[src/design/keypad_cfg_regs.vh]
// Offsets, field positions, reset values and timing counts of the keypad config bank
`ifndef KEYPAD_CFG_REGS_VH
`define KEYPAD_CFG_REGS_VH

// Register addresses on the register port
`define ADDR_DEBOUNCE        8'h02
`define ADDR_AUTOREPEAT      8'h05
`define ADDR_AUTOSLEEP       8'h06
`define ADDR_MATRIX_SIZE     8'h30
`define ADDR_LED_SELECT      8'h31

// Reset values
`define RST_DEBOUNCE         8'hff
`define RST_AUTOREPEAT       8'h00
`define RST_AUTOSLEEP        8'h07
`define RST_MATRIX_SIZE      8'hff
`define RST_LED_SELECT       8'h00

// Field positions
`define AR_ENABLE_BIT        7
`define AR_RATE_HI           6
`define AR_RATE_LO           4
`define AR_DELAY_HI          3
`define AR_DELAY_LO          0
`define SLEEP_CODE_HI        2
`define SLEEP_CODE_LO        0
`define ROWS_HI              7
`define ROWS_LO              4
`define COLS_HI              3
`define COLS_LO              0
`define LED_SEL_HI           3
`define LED_SEL_LO           0

// Writable masks; reserved bits read as zero
`define MASK_AUTOSLEEP       8'h07
`define MASK_LED_SELECT      8'h0f

// Timing
`define CLK_PERIOD_NS        4
`define DEBOUNCE_UNIT_MS     2
`define MS_CYCLES            (1000000 / `CLK_PERIOD_NS)
`define DELAY_STEP           8
`define RATE_STEP            4
`define SLEEP_MAX_MS         8192
`define SLEEP_MIN_MS         256

`endif

[src/design/repeat_timer.v]
// Autorepeat delay and rate timer counted in debounce cycles
`timescale 1ns/100ps
`include "keypad_cfg_regs.vh"

module repeat_timer
(
   // Clock and reset
   input  wire       clk,
   input  wire       nrst,
   // Configuration
   input  wire       enable,
   input  wire [3:0] delay_code,
   input  wire [2:0] rate_code,
   // Key and timing
   input  wire       key_held,
   input  wire       debounce_tick,
   // Result
   output reg        repeat_pulse
);

   reg  [7:0] count_ff;
   reg        started_ff;
   reg  [7:0] nxt_count;
   reg        nxt_started;
   reg        nxt_pulse;
   wire [7:0] delay_len;
   wire [7:0] rate_len;

   // Delay is 8*(code+1), rate is 4*(code+1)
   assign delay_len = ({4'h0, delay_code} + 8'h01) * 8'd`DELAY_STEP;
   assign rate_len  = ({5'h00, rate_code} + 8'h01) * 8'd`RATE_STEP;

   // Counting and repeat decision
   always @*
   begin
      nxt_count   = count_ff;
      nxt_started = started_ff;
      nxt_pulse   = 1'b0;
      if (!enable || !key_held)
      begin
         nxt_count   = 8'h00;
         nxt_started = 1'b0;
      end
      else if (debounce_tick)
      begin
         if (count_ff + 8'h01 >= (started_ff ? rate_len : delay_len))
         begin
            nxt_count   = 8'h00;
            nxt_started = 1'b1;
            nxt_pulse   = 1'b1;
         end
         else
            nxt_count = count_ff + 8'h01;
      end
   end

   // State registers
   always @(posedge clk)
   begin
      if (!nrst)
      begin
         count_ff     <= 8'h00;
         started_ff   <= 1'b0;
         repeat_pulse <= 1'b0;
      end
      else
      begin
         count_ff     <= nxt_count;
         started_ff   <= nxt_started;
         repeat_pulse <= nxt_pulse;
      end
   end

endmodule // repeat_timer

[src/design/sleep_timer.v]
// Autosleep inactivity timer
`timescale 1ns/100ps
`include "keypad_cfg_regs.vh"

module sleep_timer
#(
   parameter MS_CYCLES = `MS_CYCLES
)
(
   // Clock and reset
   input  wire       clk,
   input  wire       nrst,
   // Configuration and activity
   input  wire [2:0] sleep_timeout_code,
   input  wire       activity,
   // Result
   output reg        sleep_req
);

   reg  [31:0] ms_ff;
   reg  [13:0] elapsed_ff;
   wire [13:0] limit;
   wire        ms_tick;

   // Timeout in ms from the 3-bit code
   function [13:0] sleep_ms;
      input [2:0] code;
      begin
         case (code)
            3'h1:    sleep_ms = 14'd`SLEEP_MAX_MS;
            3'h2:    sleep_ms = 14'd4096;
            3'h3:    sleep_ms = 14'd2048;
            3'h4:    sleep_ms = 14'd1024;
            3'h5:    sleep_ms = 14'd512;
            default: sleep_ms = 14'd`SLEEP_MIN_MS;
         endcase
      end
   endfunction

   assign limit   = sleep_ms(sleep_timeout_code);
   assign ms_tick = (ms_ff == MS_CYCLES - 1);

   // Millisecond prescaler and inactivity counter
   always @(posedge clk)
   begin
      if (!nrst)
      begin
         ms_ff      <= 32'h0;
         elapsed_ff <= 14'h0;
         sleep_req  <= 1'b0;
      end
      else if (activity || sleep_timeout_code == 3'h0)
      begin
         ms_ff      <= 32'h0;
         elapsed_ff <= 14'h0;
         sleep_req  <= 1'b0;
      end
      else
      begin
         ms_ff <= ms_tick ? 32'h0 : ms_ff + 32'h1;
         if (ms_tick && elapsed_ff < limit)
            elapsed_ff <= elapsed_ff + 14'h1;
         sleep_req <= (elapsed_ff >= limit);
      end
   end

endmodule // sleep_timer

[src/design/keypad_scan_config_regs.v]
// Keypad configuration register bank with autorepeat and autosleep timing
`timescale 1ns/100ps
`include "keypad_cfg_regs.vh"

module keypad_scan_config_regs
#(
   parameter MS_CYCLES = `MS_CYCLES
)
(
   // Clock and reset
   input  wire       clk,
   input  wire       nrst,
   // Register port from the serial interface
   input  wire [7:0] reg_addr,
   input  wire [7:0] reg_wdata,
   input  wire       reg_wr,
   input  wire       reg_rd,
   output reg  [7:0] reg_rdata,
   // Key activity
   input  wire       key_held,
   input  wire       key_event,
   // Scan and pin control
   output reg  [7:0] row_scan_en,
   output reg  [7:0] col_scan_en,
   output reg  [3:0] led_mode,
   output reg  [5:0] press_debounce_ms,
   output reg  [5:0] release_debounce_ms,
   // Timing results
   output wire       debounce_tick,
   output wire       repeat_pulse,
   output wire       sleep_req
);

   reg  [7:0]  debounce_ff;
   reg  [7:0]  autorepeat_ff;
   reg  [7:0]  autosleep_ff;
   reg  [7:0]  matrix_size_ff;
   reg  [7:0]  led_select_ff;
   reg  [31:0] deb_cnt_ff;
   reg  [5:0]  deb_ms_ff;
   reg  [7:0]  nxt_rdata;
   wire        deb_ms_tick;

   ////////////////////////////////////////////////////////////////////////////
   // Line enable mask from a count code; bit 3 set means all eight
   function [7:0] line_mask;
      input [3:0] code;
      begin
         if (code[3])
            line_mask = 8'hff;
         else
            line_mask = (8'h01 << code[2:0]) - 8'h01;
      end
   endfunction

   // Debounce time in ms from a 4-bit code
   function [5:0] deb_ms;
      input [3:0] code;
      begin
         deb_ms = ({2'h0, code} + 6'h01) * 6'd`DEBOUNCE_UNIT_MS;
      end
   endfunction

   ////////////////////////////////////////////////////////////////////////////
   // Register writes
   always @(posedge clk)
   begin
      if (!nrst)
      begin
         debounce_ff    <= `RST_DEBOUNCE;
         autorepeat_ff  <= `RST_AUTOREPEAT;
         autosleep_ff   <= `RST_AUTOSLEEP;
         matrix_size_ff <= `RST_MATRIX_SIZE;
         led_select_ff  <= `RST_LED_SELECT;
      end
      else if (reg_wr)
      begin
         case (reg_addr)
            `ADDR_DEBOUNCE:    debounce_ff    <= reg_wdata;
            `ADDR_AUTOREPEAT:  autorepeat_ff  <= reg_wdata;
            `ADDR_AUTOSLEEP:   autosleep_ff   <= reg_wdata & `MASK_AUTOSLEEP;
            `ADDR_MATRIX_SIZE: matrix_size_ff <= reg_wdata;
            `ADDR_LED_SELECT:  led_select_ff  <= reg_wdata & `MASK_LED_SELECT;
            default:           led_select_ff  <= led_select_ff;
         endcase
      end
   end

   // Read mux; unmapped addresses read zero
   always @*
   begin
      case (reg_addr)
         `ADDR_DEBOUNCE:    nxt_rdata = debounce_ff;
         `ADDR_AUTOREPEAT:  nxt_rdata = autorepeat_ff;
         `ADDR_AUTOSLEEP:   nxt_rdata = autosleep_ff;
         `ADDR_MATRIX_SIZE: nxt_rdata = matrix_size_ff;
         `ADDR_LED_SELECT:  nxt_rdata = led_select_ff;
         default:           nxt_rdata = 8'h00;
      endcase
   end

   // Registered read data, taken on reg_rd
   always @(posedge clk)
   begin
      if (!nrst)
         reg_rdata <= 8'h00;
      else if (reg_rd)
         reg_rdata <= nxt_rdata;
   end

   ////////////////////////////////////////////////////////////////////////////
   // Decoded configuration outputs
   always @(posedge clk)
   begin
      if (!nrst)
      begin
         row_scan_en         <= 8'hff;
         col_scan_en         <= 8'hff;
         led_mode            <= 4'h0;
         press_debounce_ms   <= 6'd32;
         release_debounce_ms <= 6'd32;
      end
      else
      begin
         row_scan_en         <= line_mask(matrix_size_ff[`ROWS_HI:`ROWS_LO]);
         col_scan_en         <= line_mask(matrix_size_ff[`COLS_HI:`COLS_LO]);
         led_mode            <= led_select_ff[`LED_SEL_HI:`LED_SEL_LO];
         press_debounce_ms   <= deb_ms(debounce_ff[3:0]);
         release_debounce_ms <= deb_ms(debounce_ff[7:4]);
      end
   end

   ////////////////////////////////////////////////////////////////////////////
   // Debounce cycle generator, period equals press debounce time
   assign deb_ms_tick   = (deb_cnt_ff == MS_CYCLES - 1);
   assign debounce_tick = deb_ms_tick && (deb_ms_ff + 6'h01 >= deb_ms(debounce_ff[3:0]));

   always @(posedge clk)
   begin
      if (!nrst)
      begin
         deb_cnt_ff <= 32'h0;
         deb_ms_ff  <= 6'h00;
      end
      else
      begin
         deb_cnt_ff <= deb_ms_tick ? 32'h0 : deb_cnt_ff + 32'h1;
         if (debounce_tick)
            deb_ms_ff <= 6'h00;
         else if (deb_ms_tick)
            deb_ms_ff <= deb_ms_ff + 6'h01;
      end
   end

   ////////////////////////////////////////////////////////////////////////////
   // Autorepeat timer
   repeat_timer u_repeat
   (
      .clk           (clk),
      .nrst          (nrst),
      .enable        (autorepeat_ff[`AR_ENABLE_BIT]),
      .delay_code    (autorepeat_ff[`AR_DELAY_HI:`AR_DELAY_LO]),
      .rate_code     (autorepeat_ff[`AR_RATE_HI:`AR_RATE_LO]),
      .key_held      (key_held),
      .debounce_tick (debounce_tick),
      .repeat_pulse  (repeat_pulse)
   );

   // Autosleep timer
   sleep_timer #(.MS_CYCLES(MS_CYCLES)) u_sleep
   (
      .clk                (clk),
      .nrst               (nrst),
      .sleep_timeout_code (autosleep_ff[`SLEEP_CODE_HI:`SLEEP_CODE_LO]),
      .activity           (key_event | key_held | reg_wr),
      .sleep_req          (sleep_req)
   );

endmodule // keypad_scan_config_regs

[config.mk]
export PLATFORM = sky130hd
export DESIGN_NAME = keypad_scan_config_regs
export DESIGN_NICKNAME = d
export VERILOG_FILES = /design/src/design/repeat_timer.v /design/src/design/sleep_timer.v /design/src/design/keypad_scan_config_regs.v
export VERILOG_INCLUDE_DIRS = /design/src /design/src/design
export SDC_FILE = /design/constraint.sdc
export NUM_CORES = 1
export LEC_CHECK = 0
export BUFFER_PORTS_ARGS = -buffer_cell sky130_fd_sc_hd__buf_4
export CAP_MARGIN = 20
export CORE_UTILIZATION = 60
export DETAILED_ROUTE_END_ITERATION = 16
export PLACE_DENSITY_LB_ADDON = 0.12
export SYNTH_ARGS = -nofsm -noshare
export SYNTH_HDL_FRONTEND = slang
export SYNTH_SLANG_ARGS = --single-unit
[constraint.sdc]
create_clock -name clk -period 5.7 [get_ports clk]
set_clock_uncertainty 0.05 [all_clocks]
set_input_delay 1.14 -clock clk [delete_from_list [all_inputs] [get_ports clk]]
set_output_delay 1.14 -clock clk [all_outputs]
set_load 0.005 [all_outputs]
# Yosys cells after proc, flatten, opt, wreduce, memory -nomap -nowiden
# Index checks and enable logic that the tools add are counted.
# Widths: inputs -> output; s select.
[totals]
register_bits = 166
inputBits = 22
[op_classes]
add_sub_neg = 11
magnitude_cmp = 4
n_eq_ne = 12
shift = 2
muxes = 5
bitwise_logic = 4
n_reduce_logical = 21
[op_table]
columns = ["op", "count"]
rows = [
  ["$pmux 14 s5", 1],
  ["$add 32x1->32 const B", 2],
  ["$eq 32x18->1 const B", 2],
  ["$pmux 8 s5", 1],
  ["$eq 8x3->1 const B", 2],
  ["$eq 8x6->1 const B", 2],
  ["$mux 8", 2],
  ["$shl 1x3->8 const A", 2],
  ["$sub 8x1->8 const B", 2],
  ["$add 4x1->5 const B", 3],
  ["$add 14x1->14 const B", 1],
  ["$ge 14x14->1", 1],
  ["$lt 14x14->1", 1],
  ["$reduce_and 2->1", 6],
  ["$reduce_or 2->1", 6],
  ["$add 8x1->8 const B", 1],
  ["$eq 8x2->1 const B", 1],
  ["$ge 8x8->1", 1],
  ["$add 6x1->6 const B", 1],
  ["$eq 3x2->1 const B", 2],
  ["$eq 3x3->1 const B", 2],
  ["$ge 6x6->1", 1],
  ["$reduce_or 3->1", 2],
  ["$add 3x1->4 const B", 1],
  ["other kinds (8)", 13],
]

# Logic depth before layout (Yosys ltp)
# Gate-level depths: netlist of run 1.
[logic_depth]
ltp_word = 5
ltp_mapped = 11
depth_no_buf = 10

# By module
# A second synthesis of run 1 with hierarchy kept.
[unflattened]
hier_cells = 884
hier_area_um2 = 7835.0
[modules_own_cells]
columns = ["module", "n_inst", "cells_each", "area_each_um2"]
rows = [
  ["keypad_scan_config_regs", 1, 510, 4635.7],
  ["sleep_timer", 1, 285, 2391.0],
  ["repeat_timer", 1, 89, 808.3],
]

# Least setup slack after synthesis of run 1
# No wires, ideal clock.
[synth_timing]
path_type = "flip-flop to output port"
startpoint = "register deb_ms_ff[0]"
endpoint = "output port debounce_tick"
arrival_time_ps = 1802
required_time_ps = 4510
path_slack_ps = 2708
stages_incl_launch_ff = 9
path_buffers = 0
cell_sequence = "dfxtp_1 ha_1 nand3_1 xnor2_1 ha_1 nand4_1 o22a_1 a211o_1 clkinv_1"
[synth_via]
elab_chain_cells = 3
[synth_rtl]
columns = ["element", "line", "rtl"]
rows = [
  ["start: declaration", "keypad_scan_config_regs.v:40", "reg [5:0] deb_ms_ff;"],
  ["start signal: assignment", "keypad_scan_config_regs.v:151", "deb_ms_ff <= deb_ms_ff + 6'h01;"],
  ["$add 6x1->6", "keypad_scan_config_regs.v:136", "assign debounce_tick = deb_ms_tick && (deb_ms_ff + 6'h01 >= deb_ms(debounce_ff[3:0]));"],
  ["$ge 6x6->1", "keypad_scan_config_regs.v:136", ""],
  ["$logic_and 1x1->1", "keypad_scan_config_regs.v:136", ""],
  ["end: declaration", "keypad_scan_config_regs.v:29", "output wire debounce_tick,"],
]
# Every way passes these cells.

# Worst setup path after layout of run 1
[layout_timing]
startpoint = "register deb_ms_ff[2]"
endpoint = "output port debounce_tick"
# Same word-level chain as after synthesis.

==> out/results.ini, run 1 <==
[route]
vias_per_cell = 5.78
routed.top_layer = met4
drt_drc_violations_left = 0
drt.antenna.violating_nets = 0
met1Wirelength_um = 7950
post_drt_wl_per_cell_um = 15.6
wl_met2_um = 8730
drt_iter0_markers = 479
vias = 6584
met3WireLength_um = 890
drt-total-wl_um = 17800
dr.pass1.iters = 5

[outcome]
status = finished clean

[timing]
fin_crit_sh_pct = 73.7
final.setup.tns_ns = 0
slew_headroom_pct = 32.2
tightest_slew_ns = 1.01
rsz0062_at_grt = false
whs_ns = 0.403
min_period_ns = 4.20
hold_violations = 0
finalSetupViolations = 0
fmax_ghz = 0.238
slew_viol_final = 0

[floorplanning]
design.core.area_mm2 = 0.0128
die_x_um = 117
die_y_um = 117
fp-row-count = 41
start_util_pct = 62.5
ioPinCount = 65
die-area_mm2 = 0.0138

[yosys]
yosys_warnings = 0
yosys-top-cells-area = dfxtp_1 41%, xnor2_1 5.2%, nand3_1 5.0%, nand2_1 4.9%, ha_1 4.5%
syn_inst = 918
ys_seq_area_share_pct = 41.1
ys_ff_latch = 164
synth_top_area_share_pct = 41.1
async_flop_share_pct = 0
post_synth_num_cell_types = 61
ys.flop_type = dfxtp_1
synth_area_mm2 = 0.00799
synth.avg_cell_area_um2 = 8.70
yosys.area.top_type = dfxtp_1
synth-edff-count = 0

[critical_path]
crit_path_max_fanout = 11
cp-start-kind = flip-flop
cp_data_required_time_ns = 4.51
arrival_ns = 3.01
crit_type = reg -> out
endpoint_kind = output port

[global_route]
grt_usage_pct = 26.8
grt_max_degree = 64
grt_pass1_vias = 6360
grt_pass1_wl_um = 30100
overflow = 0
antenna_found_initial = 0

[pwr]
ir_drop_mv = 0.199
power_density_mw_per_mm2 = 271
power_leakage_nw = 3.41

[flow_run]
max-cap-violations = 0

[layout]
synthToLayoutAreaGrowth_pct = 14.2
drive_gt1_share_pct = 12.7
seq_area_mm2 = 0.00328
nNetsFinal = 1006
diodes = 0
nFillCells = 974
multiInputGateArea_mm2 = 0.00439
layout_commonest_cell = dfxtp_1
layout_common_cells = 164 x dfxtp_1, 105 x nand2_1, 92 x nor2_1, 80 x nand3_1, 65 x buf_4

[placed_design]
place.port_buffers = 62
dp_hpwl_um = 12200
gp_congestion = 0.883

[cts]
clock-sinks = 164
cts-hold-fix-buffers = 0
worstSkewPairLatency_ns = 0.42
cts_buffer_depth = 2
cts_setup_buffers = 0
cts_resized = 0
htree_levels = 4
cts-root-buf = clkbuf_16
clk_pin_slew_worst_paths_ns = 0.06
cts_tree = built
cts_buffers = 17

[hold_path]
min_path_type = reg -> reg

-- state kept, by name, summed over array words and instances, names as in the netlist --
register               count
u_sleep.sleep_req          1
led_mode                   4
u_repeat.count_ff          8
row_scan_en                8
reg_rdata                  8
led_select_ff              4
u_repeat.started_ff        1
deb_cnt_ff                32
u_sleep.ms_ff             32
u_repeat.repeat_pulse      1
deb_ms_ff                  6
release_debounce_ms        5
autosleep_ff               3
col_scan_en                8
u_sleep.elapsed_ff        14
matrix_size_ff             8
autorepeat_ff              8
press_debounce_ms          5
debounce_ff                8
-- worst max-delay path, cell delays in order (launching register included) --
cell and delay [ns]:
dfxtp_1 0.40, nand3_1 0.19, nor2_1 0.17, xor2_1 0.20
ha_1 0.30, nand4_1 0.13, o22a_1 0.17, a211o_1 0.40
clkinv_1 0.38, buf_4 0.24
-- layout make-up --
cell class / count / share of cell area, %
Inverter: 23 / 0.947
Clock buffer: 19 / 4.97
Timing Repair Buffer: 65 / 5.35
Sequential cell: 164 / 36.0
Clock inverter: 13 / 2.24
Multi-Input combinational cell: 684 / 48.1
Tap cell: 172 / 2.36
-- routing by layer --
metal / vias to the layer above / track usage (%)
met4: 0 / 8.93
met5: - / 0
met1: 3113 / 33.3
met2: 180 / 45.9
li1: 3268 / -
met3: 23 / 5.89
-- cell usage after synthesis (5+ instances only) --
master	n
a21boi_0	15
a21oi_1	18
and2_1	11
and3_1	19
and4_1	9
buf_2	12
buf_4	9
clkbuf_1	25
dfxtp_1	164
ha_1	29
inv_1	22
mux2_2	6
mux2i_1	20
nand2_1	105
nand2b_1	18
nand3_1	80
nand3b_1	7
nand4_1	27
nor2_1	92
nor2b_1	13
nor3_1	27
nor4_1	18
nor4_2	5
nor4_4	6
o21ai_0	17
or3_1	7
xnor2_1	47
xor2_1	32
-- cells by family after synthesis --
group,share of synthesized area [%]
simple gates,31.2
flops,41.1
compound gates,7.04
xor+xnor,8.66
buf+inv,4.06
fa+ha+maj,4.54
mux,3.35
other cells,0.0470
-- final timing paths --
path                                                  start                                end  slack (ns)  cells past startpoint
worst max-delay path              deb_ms_ff[2]$_SDFFE_PP0P_                      debounce_tick        1.50                      9
worst min-delay path            u_sleep.ms_ff[0]$_SDFF_PP0_        u_sleep.ms_ff[0]$_SDFF_PP0_        0.40                      1
worst max register to register    deb_ms_ff[2]$_SDFFE_PP0P_  u_repeat.count_ff[1]$_SDFFE_PP0P_        2.92                     10
worst min register to register  u_sleep.ms_ff[0]$_SDFF_PP0_        u_sleep.ms_ff[0]$_SDFF_PP0_        0.40                      1
-- report_power, final --
group / internal [mW] / switching (mW) / total, mW
Sequential: 1.15 / 0.00381 / 1.15
Clock: 0.800 / 0.461 / 1.26
Combinational: 0.0231 / 0.0370 / 0.0601
-- per-stage QoR --
stage / power, mW / setup slack (ns) / cells / instance area, um^2 / util (%)
3_5_place_dp: 1.24 / 1.99 / 1108 / 8460 / 66.2
6_report: 2.47 / 1.50 / 1140 / 9120 / 71.4
5_1_grt: 2.55 / 1.34 / 1140 / 9120 / 71.4
4_1_cts: 2.49 / 1.54 / 1140 / 9120 / 71.4
3_3_place_gp: 1.24 / 2.14 / 1108 / 8460 / 66.2
2_1_floorplan: 1.21 / 2.71 / 919 / 7990 / -
No activity file was read; power rests on OpenSTA's default activity.
==> run 2, diff against run 1 <==
--- a/config.mk
+++ b/config.mk
@@ -6,6 +6,7 @@
 export SDC_FILE = /design/constraint.sdc
 export NUM_CORES = 1
 export LEC_CHECK = 0
+export ABC_AREA = 1
 export BUFFER_PORTS_ARGS = -buffer_cell sky130_fd_sc_hd__buf_4
 export CAP_MARGIN = 20
 export CORE_UTILIZATION = 60
==> constraint.sdc (replaced) <==
create_clock -name clk -period 4.25 [get_ports clk]
set_clock_uncertainty 0.05 [all_clocks]
set_input_delay 0.85 -clock clk [delete_from_list [all_inputs] [get_ports clk]]
set_output_delay 0.85 -clock clk [all_outputs]
set_load 0.005 [all_outputs]
==> run 2 against run 1 <==
Compared with the run above: wire length grew 13%; clock-buffer cell count shrank 2; global-route usage grew 0.93 points; worst setup slack lost 0.42 ns; critical path depth grew 3; non-clock buffer count shrank 2; highest routed layer unchanged; largest power group unchanged; cell area grew 8.1%; largest cell class unchanged; sequential power grew 35%; total power grew 30%; flip-flop and latch count is the same.
==> out/results.ini, run 2 <==
[outcome]
status = finished clean

[yosys]
ys_ff_latch = 164  ; unchanged
synth_most_common_cell = nand2_1
post_synth_num_cell_types = 42  ; -31%
ys_seq_area_share_pct = 37.7  ; -3.4 points
synthTopCellsByCount = 319 x nand2_1, 187 x nor2_1, 164 x dfxtp_1
synth-edff-count = 0  ; unchanged
yosys-top-cells-area = dfxtp_1 38%, nand2_1 14%, nor2_1 8.1%, inv_1 5.8%, nand3_1 5.6%
synth.avg_cell_area_um2 = 6.81  ; -22%
synth_top_area_share_pct = 37.7  ; -3.4 points
syn_inst = 1278  ; +39%
async_flop_share_pct = 0  ; unchanged
yosys.area.top_type = dfxtp_1
yosys_warnings = 0  ; unchanged
synth_area_mm2 = 0.00871  ; +9.0%
ys.flop_type = dfxtp_1

[global_route]
grt_usage_pct = 27.8  ; +0.93 points
antenna_found_initial = 0  ; unchanged
grt_pass1_vias = 7359  ; +16%
overflow = 0  ; unchanged
grt_max_degree = 47  ; -27%
grt_pass1_wl_um = 33200  ; +10%

[hold_path]
min_path_cells = 2  ; +1
hold_start = led_select_ff[1]$_SDFFE_PN0P_
hold_end = led_mode[1]$_SDFF_PN0_
min_path_type = reg -> reg

[critical_path]
arrival_ns = 2.26  ; -0.75 ns
r2r-end = u_sleep.elapsed_ff[11]$_SDFFE_PP0P_
cp_data_required_time_ns = 3.35  ; -1.16 ns
crit_path_max_fanout = 4  ; -7
crit_type = reg -> out
reg2reg_from = autosleep_ff[2]$_SDFFE_PN1P_
regToRegSetupSlack_ns = 1.60  ; -1.32 ns
cp-start-kind = flip-flop
endpoint_kind = output port
worst-r2r-cell-count = 11  ; +1

[timing]
worst_slack_ns = 1.09  ; -0.416 ns
fin_crit_sh_pct = 74.5
fmax_ghz = 0.316
hold_violations = 0  ; unchanged
tightest_slew_ns = 0.801  ; -0.213 ns
final.setup.tns_ns = 0  ; unchanged
whs_ns = 0.378  ; -0.0246 ns
min_period_ns = 3.16
rsz0062_at_grt = false
finalSetupViolations = 0  ; unchanged
slew_headroom_pct = 46.3  ; +14 points
slew_viol_final = 0  ; unchanged

[floorplanning]
design.core.area_mm2 = 0.0140  ; +9.9%
die-area_mm2 = 0.0150  ; +8.9%
fp-row-count = 43  ; +4.9%
ioPinCount = 65  ; unchanged
die_x_um = 122  ; +4.3%
die_y_um = 122  ; +4.3%
start_util_pct = 62.0  ; -0.51 points

[placed_design]
place_ws_ns = 1.40  ; -0.590 ns
dp_hpwl_um = 14800  ; +21%
place.port_buffers = 62  ; unchanged
dpl-instance-area_mm2 = 0.00923  ; +9.1%
dp_cells = 1492  ; +35%
gp_congestion = 0.930  ; +5.3%

[cts]
cts_buffer_depth = 2  ; unchanged
cts_buffers = 17  ; unchanged
cts-root-buf = clkbuf_16
clk_pin_slew_worst_paths_ns = 0.07  ; about the same
clock-sinks = 164  ; unchanged
cts_setup_buffers = 0  ; unchanged
cts-hold-fix-buffers = 0  ; unchanged
cts_tree = built
htree_levels = 4  ; unchanged
worstSkewPairLatency_ns = 0.44  ; +0.02 ns
cts_resized = 0  ; unchanged

[pwr]
p_int_mw = 2.46  ; +25%
pwr-share-clk_pct = 49.6  ; -1.3 points
power_density_mw_per_mm2 = 327  ; +20%
power_switching_mw = 0.760  ; +52%
p_seq_share_pct = 48.0  ; +1.4 points
combPwrFrac_pct = 2.4  ; about the same
p_sw_share_pct = 23.6  ; +3.3 points
power_leakage_nw = 3.99  ; +17%
ir_drop_mv = 0.330  ; +65%
finalPower_mw = 3.22  ; +30%

[route]
post_drt_wl_per_cell_um = 13.2  ; -16%
met3WireLength_um = 1090  ; +23%
drt.antenna.violating_nets = 0  ; unchanged
routed.top_layer = met4
drt_iter0_markers = 667  ; +39%
vias = 8125  ; +23%
vias_per_cell = 5.33  ; -7.7%
met1Wirelength_um = 9200  ; +16%
dr.pass1.iters = 5  ; unchanged
drt-total-wl_um = 20100  ; +13%
drt_drc_violations_left = 0  ; unchanged
wl_met2_um = 9360  ; +7.2%

[layout]
nNetsFinal = 1383  ; +37%
layout_commonest_cell = nand2_1
reg.largest.list = deb_cnt_ff (32), u_sleep.ms_ff (32), u_sleep.elapsed_ff (14)
drive_gt1_share_pct = 10.7  ; -2.0 points
final_cells = 1525  ; +34%
synthToLayoutAreaGrowth_pct = 13.2
fin_area_mm2 = 0.00985  ; +8.1%
layout_common_cells = 319 x nand2_1, 187 x nor2_1, 164 x dfxtp_1, 135 x inv_1, 97 x nand3_1
final_util_pct = 70.2  ; -1.2 points
diodes = 0  ; unchanged

[flow_run]
max-cap-violations = 0  ; unchanged

-- run 2: changes by cell type in the layout (fill, tap and decap cells not counted), sizes merged, moves of 19 or more --
cell	change
nand2	+221
mux2i	-19
xnor2	-31
nor2	+113
nor4	-27
inv	+137
a21oi	+68
nand3	+21
-- run 2: cell type report --
cell class | instances | area [um^2]
Multi-Input combinational cell | 933 | 4680
Fill cell | 1228 | 4190
Sequential cell | 164 | 3280
Inverter | 153 | 577
Timing Repair Buffer | 63 | 473
Clock buffer | 17 | 425
Tap cell | 180 | 225
Clock inverter | 15 | 186
-- run 2: per-layer routing --
metal  global-route usage (%)  up-vias
li1                         -     4226
met1                     36.1     3655
met2                     46.0      209
met3                     5.11       35
met4                     9.76        0
met5                        0        -
-- run 2: how the worst max path moves through the flow --
stage	from	to	slack [ns]	depth (start not counted)
3_5_place_dp	reg_addr[6]	led_select_ff[1]$_SDFFE_PN0P_	1.40	7
5_1_grt	deb_ms_ff[2]$_SDFFE_PP0P_	debounce_tick	0.84	12
2_1_floorplan	deb_ms_ff[0]$_SDFFE_PP0P_	debounce_tick	1.86	10
3_3_place_gp	reg_addr[6]	led_select_ff[2]$_SDFFE_PN0P_	1.50	7
4_1_cts	deb_ms_ff[2]$_SDFFE_PP0P_	debounce_tick	1.07	12
6_report	deb_ms_ff[2]$_SDFFE_PP0P_	debounce_tick	1.09	12
-- run 2: worst max-delay path, stage by stage, from the launching register on --
cell and delay (ns):
dfxtp_1 0.40, nand3_1 0.13, nor2_1 0.10, nand2_1 0.07, xnor2_1 0.19, ha_1 0.28, nand2_1 0.07, inv_1 0.05
o21ai_0 0.07, nand3_1 0.15, nand2_1 0.12, inv_1 0.06, buf_4 0.13
-- run 2: logic make-up (layout without fill, tap and decap cells) --
kind of cell / count (synthesis) / in the layout / share of synthesized area [%]
buffers and inverters: 182 / 248 / 8.55
xor gates and xnor gates: 45 / 45 / 4.53
other: 1 / 2 / 0.0431
adders and majority gates: 29 / 29 / 4.17
AOI/OAI and AO/OA: 140 / 140 / 8.56
and+or+nand+nor: 716 / 716 / 36.3
DFF: 164 / 164 / 37.7
muxes: 1 / 1 / 0.115
-- run 2: power by group through the flow --
stage                     Clock (mW)  Sequential (mW)  Combinational, mW
after CTS                       1.62             1.55             0.0769
after detailed placement           0             1.58             0.0765
after global routing            1.68             1.55             0.0851
final                           1.60             1.55             0.0778
after floorplan                    0             1.58             0.0462
after global placement             0             1.58             0.0756
==> run 3, diff against run 2 <==
--- a/config.mk
+++ b/config.mk
@@ -9,7 +9,7 @@
 export ABC_AREA = 1
 export BUFFER_PORTS_ARGS = -buffer_cell sky130_fd_sc_hd__buf_4
 export CAP_MARGIN = 20
-export CORE_UTILIZATION = 60
+export CORE_UTILIZATION = 55
 export DETAILED_ROUTE_END_ITERATION = 16
 export PLACE_DENSITY_LB_ADDON = 0.12
 export SYNTH_ARGS = -nofsm -noshare
==> constraint.sdc (replaced) <==
create_clock -name clk -period 2.71 [get_ports clk]
set_clock_uncertainty 0.05 [all_clocks]
set_input_delay 0.542 -clock clk [delete_from_list [all_inputs] [get_ports clk]]
set_output_delay 0.542 -clock clk [all_outputs]
set_load 0.005 [all_outputs]
==> run 3 against run 2 <==
Compared with the run above: the flow now finishes with violations (setup timing); clock-buffer cell count grew 1; sequential share of layout area shrank 0.57 points; via count grew 0.73%; worst setup slack lost 1.1 ns; non-clock buffer count grew 13; register-to-register slack lost 1.4 ns; global-route usage shrank 2.3 points; core utilization shrank 4.5 points; wire length grew 1.2%; critical path depth shrank 2; critical path type unchanged; largest cell class unchanged; largest power group unchanged.
==> out/results.ini, run 3 (same netlist as run 2, synthesis figures left out) <==
[critical_path]
cp-start-kind = flip-flop
worst-r2r-cell-count = 13  ; +2
crit_type = reg -> out
cp_common_cell = nand2_2
crit_slowest_cell = dfxtp_4
cp_data_required_time_ns = 2.12  ; -1.23 ns
arrival_ns = 2.13  ; -0.13 ns
crit_path_max_fanout = 3  ; -1
slowest_delay_ns = 0.37  ; -0.03 ns
endpoint_kind = output port
crit_path_cell_trace = nand3_4 > nor2_4 > nand2_2 > xnor2_2 > ha_1 > a21oi_1 > nand3_2 > nand2_2 > inv_2 > buf_6

[floorplanning]
start_util_pct = 56.9  ; -5.2 points
die-area_mm2 = 0.0163  ; +8.9%
design.core.area_mm2 = 0.0153  ; +9.1%
fp-row-count = 45  ; +4.7%
ioPinCount = 65  ; unchanged
die_x_um = 128  ; +4.4%
die_y_um = 128  ; +4.4%

[timing]
worst_slack_ns = -0.0161  ; -1.10 ns
tightest_slew_ns = 0.641  ; -0.161 ns
whs_ns = 0.311  ; -0.0674 ns
hold_violations = 0  ; unchanged
fin_crit_sh_pct = 101
slew_viol_final = 0  ; unchanged
slew_headroom_pct = 57.1  ; +11 points
fmax_ghz = 0.367
min_period_ns = 2.73
rsz0062_at_grt = true
finalSetupViolations = 1  ; +1

[layout]
synthToLayoutAreaGrowth_pct = 15.5
layout_commonest_cell = nand2_1
final_util_pct = 65.7  ; -4.5 points
reg.largest.list = deb_cnt_ff (32), u_sleep.ms_ff (32), u_sleep.elapsed_ff (14)
drive_gt1_share_pct = 12.8  ; +2.1 points
nFillCells = 1432  ; +17%
diodes = 0  ; unchanged
layout_common_cells = 317 x nand2_1, 186 x nor2_1, 160 x dfxtp_1, 133 x inv_1, 94 x nand3_1
nNetsFinal = 1396  ; +0.94%

[pwr]
power_leakage_nw = 4.07  ; +2.0%
combPwrFrac_pct = 2.5  ; about the same
p_seq_share_pct = 48.5  ; +0.5 points
power_switching_mw = 1.15  ; +52%
p_int_mw = 3.85  ; +56%
power_density_mw_per_mm2 = 497  ; +52%
p_sw_share_pct = 23.1  ; -0.54 points
finalPower_mw = 5.00  ; +55%
ir_drop_mv = 0.434  ; +32%
pwr-share-clk_pct = 49.0  ; -0.6 points

[route]
post_drt_wl_per_cell_um = 12.9  ; -1.7%
vias = 8184  ; +0.73%
dr.pass1.iters = 5  ; unchanged
drt-total-wl_um = 20300  ; +1.2%
drt_drc_violations_left = 0  ; unchanged
vias_per_cell = 5.22  ; -2.1%
drt_iter0_markers = 586  ; -12%
drt.antenna.violating_nets = 0  ; unchanged

[hold_path]
min_path_cells = 3  ; +1
min_path_type = in -> reg

[cts]
cts_tree = built
cts-hold-fix-buffers = 0  ; unchanged
cts_buffer_depth = 2  ; unchanged
cts-root-buf = clkbuf_16
clock-sinks = 164  ; unchanged
htree_levels = 4  ; unchanged
cts_buffers = 17  ; unchanged
worstSkewPairLatency_ns = 0.43  ; about the same
clk_pin_slew_worst_paths_ns = 0.07  ; about the same

[global_route]
grt_max_degree = 33  ; -30%
grt_pass1_wl_um = 33500  ; +0.83%
antenna_found_initial = 0  ; unchanged
overflow = 0  ; unchanged
grt_usage_pct = 25.4  ; -2.3 points
grt_pass1_vias = 7348  ; -0.15%

[outcome]
violations = setup timing
status = finished, violations left

[flow_run]
max-cap-violations = 0  ; unchanged

[placed_design]
place_ws_ns = 0.323  ; -1.08 ns
dp_hpwl_um = 14800  ; -0.16%
gp_congestion = 0.907  ; -2.5%
place.port_buffers = 62  ; unchanged

run 3: changes by cell type in the layout (fill, tap and decap cells not counted), moves of 3 or more:
cell     delta
xnor2_2     +3
dfxtp_1     -4
nand3_1     -3
xnor2_1     -3
buf_4      +12
inv_6       -3
run 3: path summary, 6_finish.rpt:
check,end,start,slack (ns)
worst max-delay path,debounce_tick,deb_ms_ff[0]$_SDFFE_PP0P_,-0.02
worst min-delay path,debounce_ff[7]$_SDFFE_PN1P_,reg_wdata[7],0.31
worst max register to register,deb_ms_ff[3]$_SDFFE_PP0P_,deb_ms_ff[0]$_SDFFE_PP0P_,0.21
worst min register to register,led_mode[1]$_SDFF_PN0_,led_select_ff[1]$_SDFFE_PN0P_,0.38
run 3: cell type report:
type / instances / area [um^2] / share of cell area, %
Clock inverter: 14 / 164 / 1.63
Timing Repair Buffer: 76 / 574 / 5.71
Inverter: 153 / 577 / 5.74
Clock buffer: 18 / 429 / 4.27
Multi-Input combinational cell: 933 / 4750 / 47.3
Tap cell: 211 / 264 / 2.63
Sequential cell: 164 / 3290 / 32.7
run 3: routing by layer:
metal | share of wire [%] | up-vias | track usage, %
met5 | 0 | - | 0
met1 | 46 | 3707 | 33.5
li1 | - | 4246 | -
met2 | 47 | 201 | 42.2
met3 | 5.1 | 30 | 4.80
met4 | 1.6 | 0 | 7.75
run 3: stage by stage:
step | instance area, um^2 | TNS, ns | cells
finish | 10100 | -0.0161 | 1569
global route | 10100 | -0.146 | 1569
CTS | 9970 | 0 | 1565
detailed placement | 9330 | 0 | 1530
global placement | 9330 | 0 | 1530
floorplan | 8710 | 0 | 1279
run 3: timing repair:
item,in CTS,in global routing
resized for setup,8,16
pin swaps,2,8
endpoints found under the setup margin,1,1
setup buffers,3,4
run 3: worst max-delay path, delay by kind of cell, from the launching register on:
family                   cells  cell delay, ns
flip-flops                   1            0.37
adder cells (fa/ha/maj)      1            0.31
buffers and inverters        2            0.16
XOR/XNOR                     1            0.15
AND/OR/NAND/NOR              5            0.50
AO/OA/AOI/OAI                1            0.23
run 3: power by group through the flow:
stage / clock, mW / sequential [mW] / combinational [mW]
after floorplan: 0 / 2.48 / 0.0725
after global placement: 0 / 2.48 / 0.124
after detailed placement: 0 / 2.48 / 0.124
after CTS: 2.48 / 2.42 / 0.125
after global routing: 2.59 / 2.42 / 0.140
final: 2.45 / 2.42 / 0.127
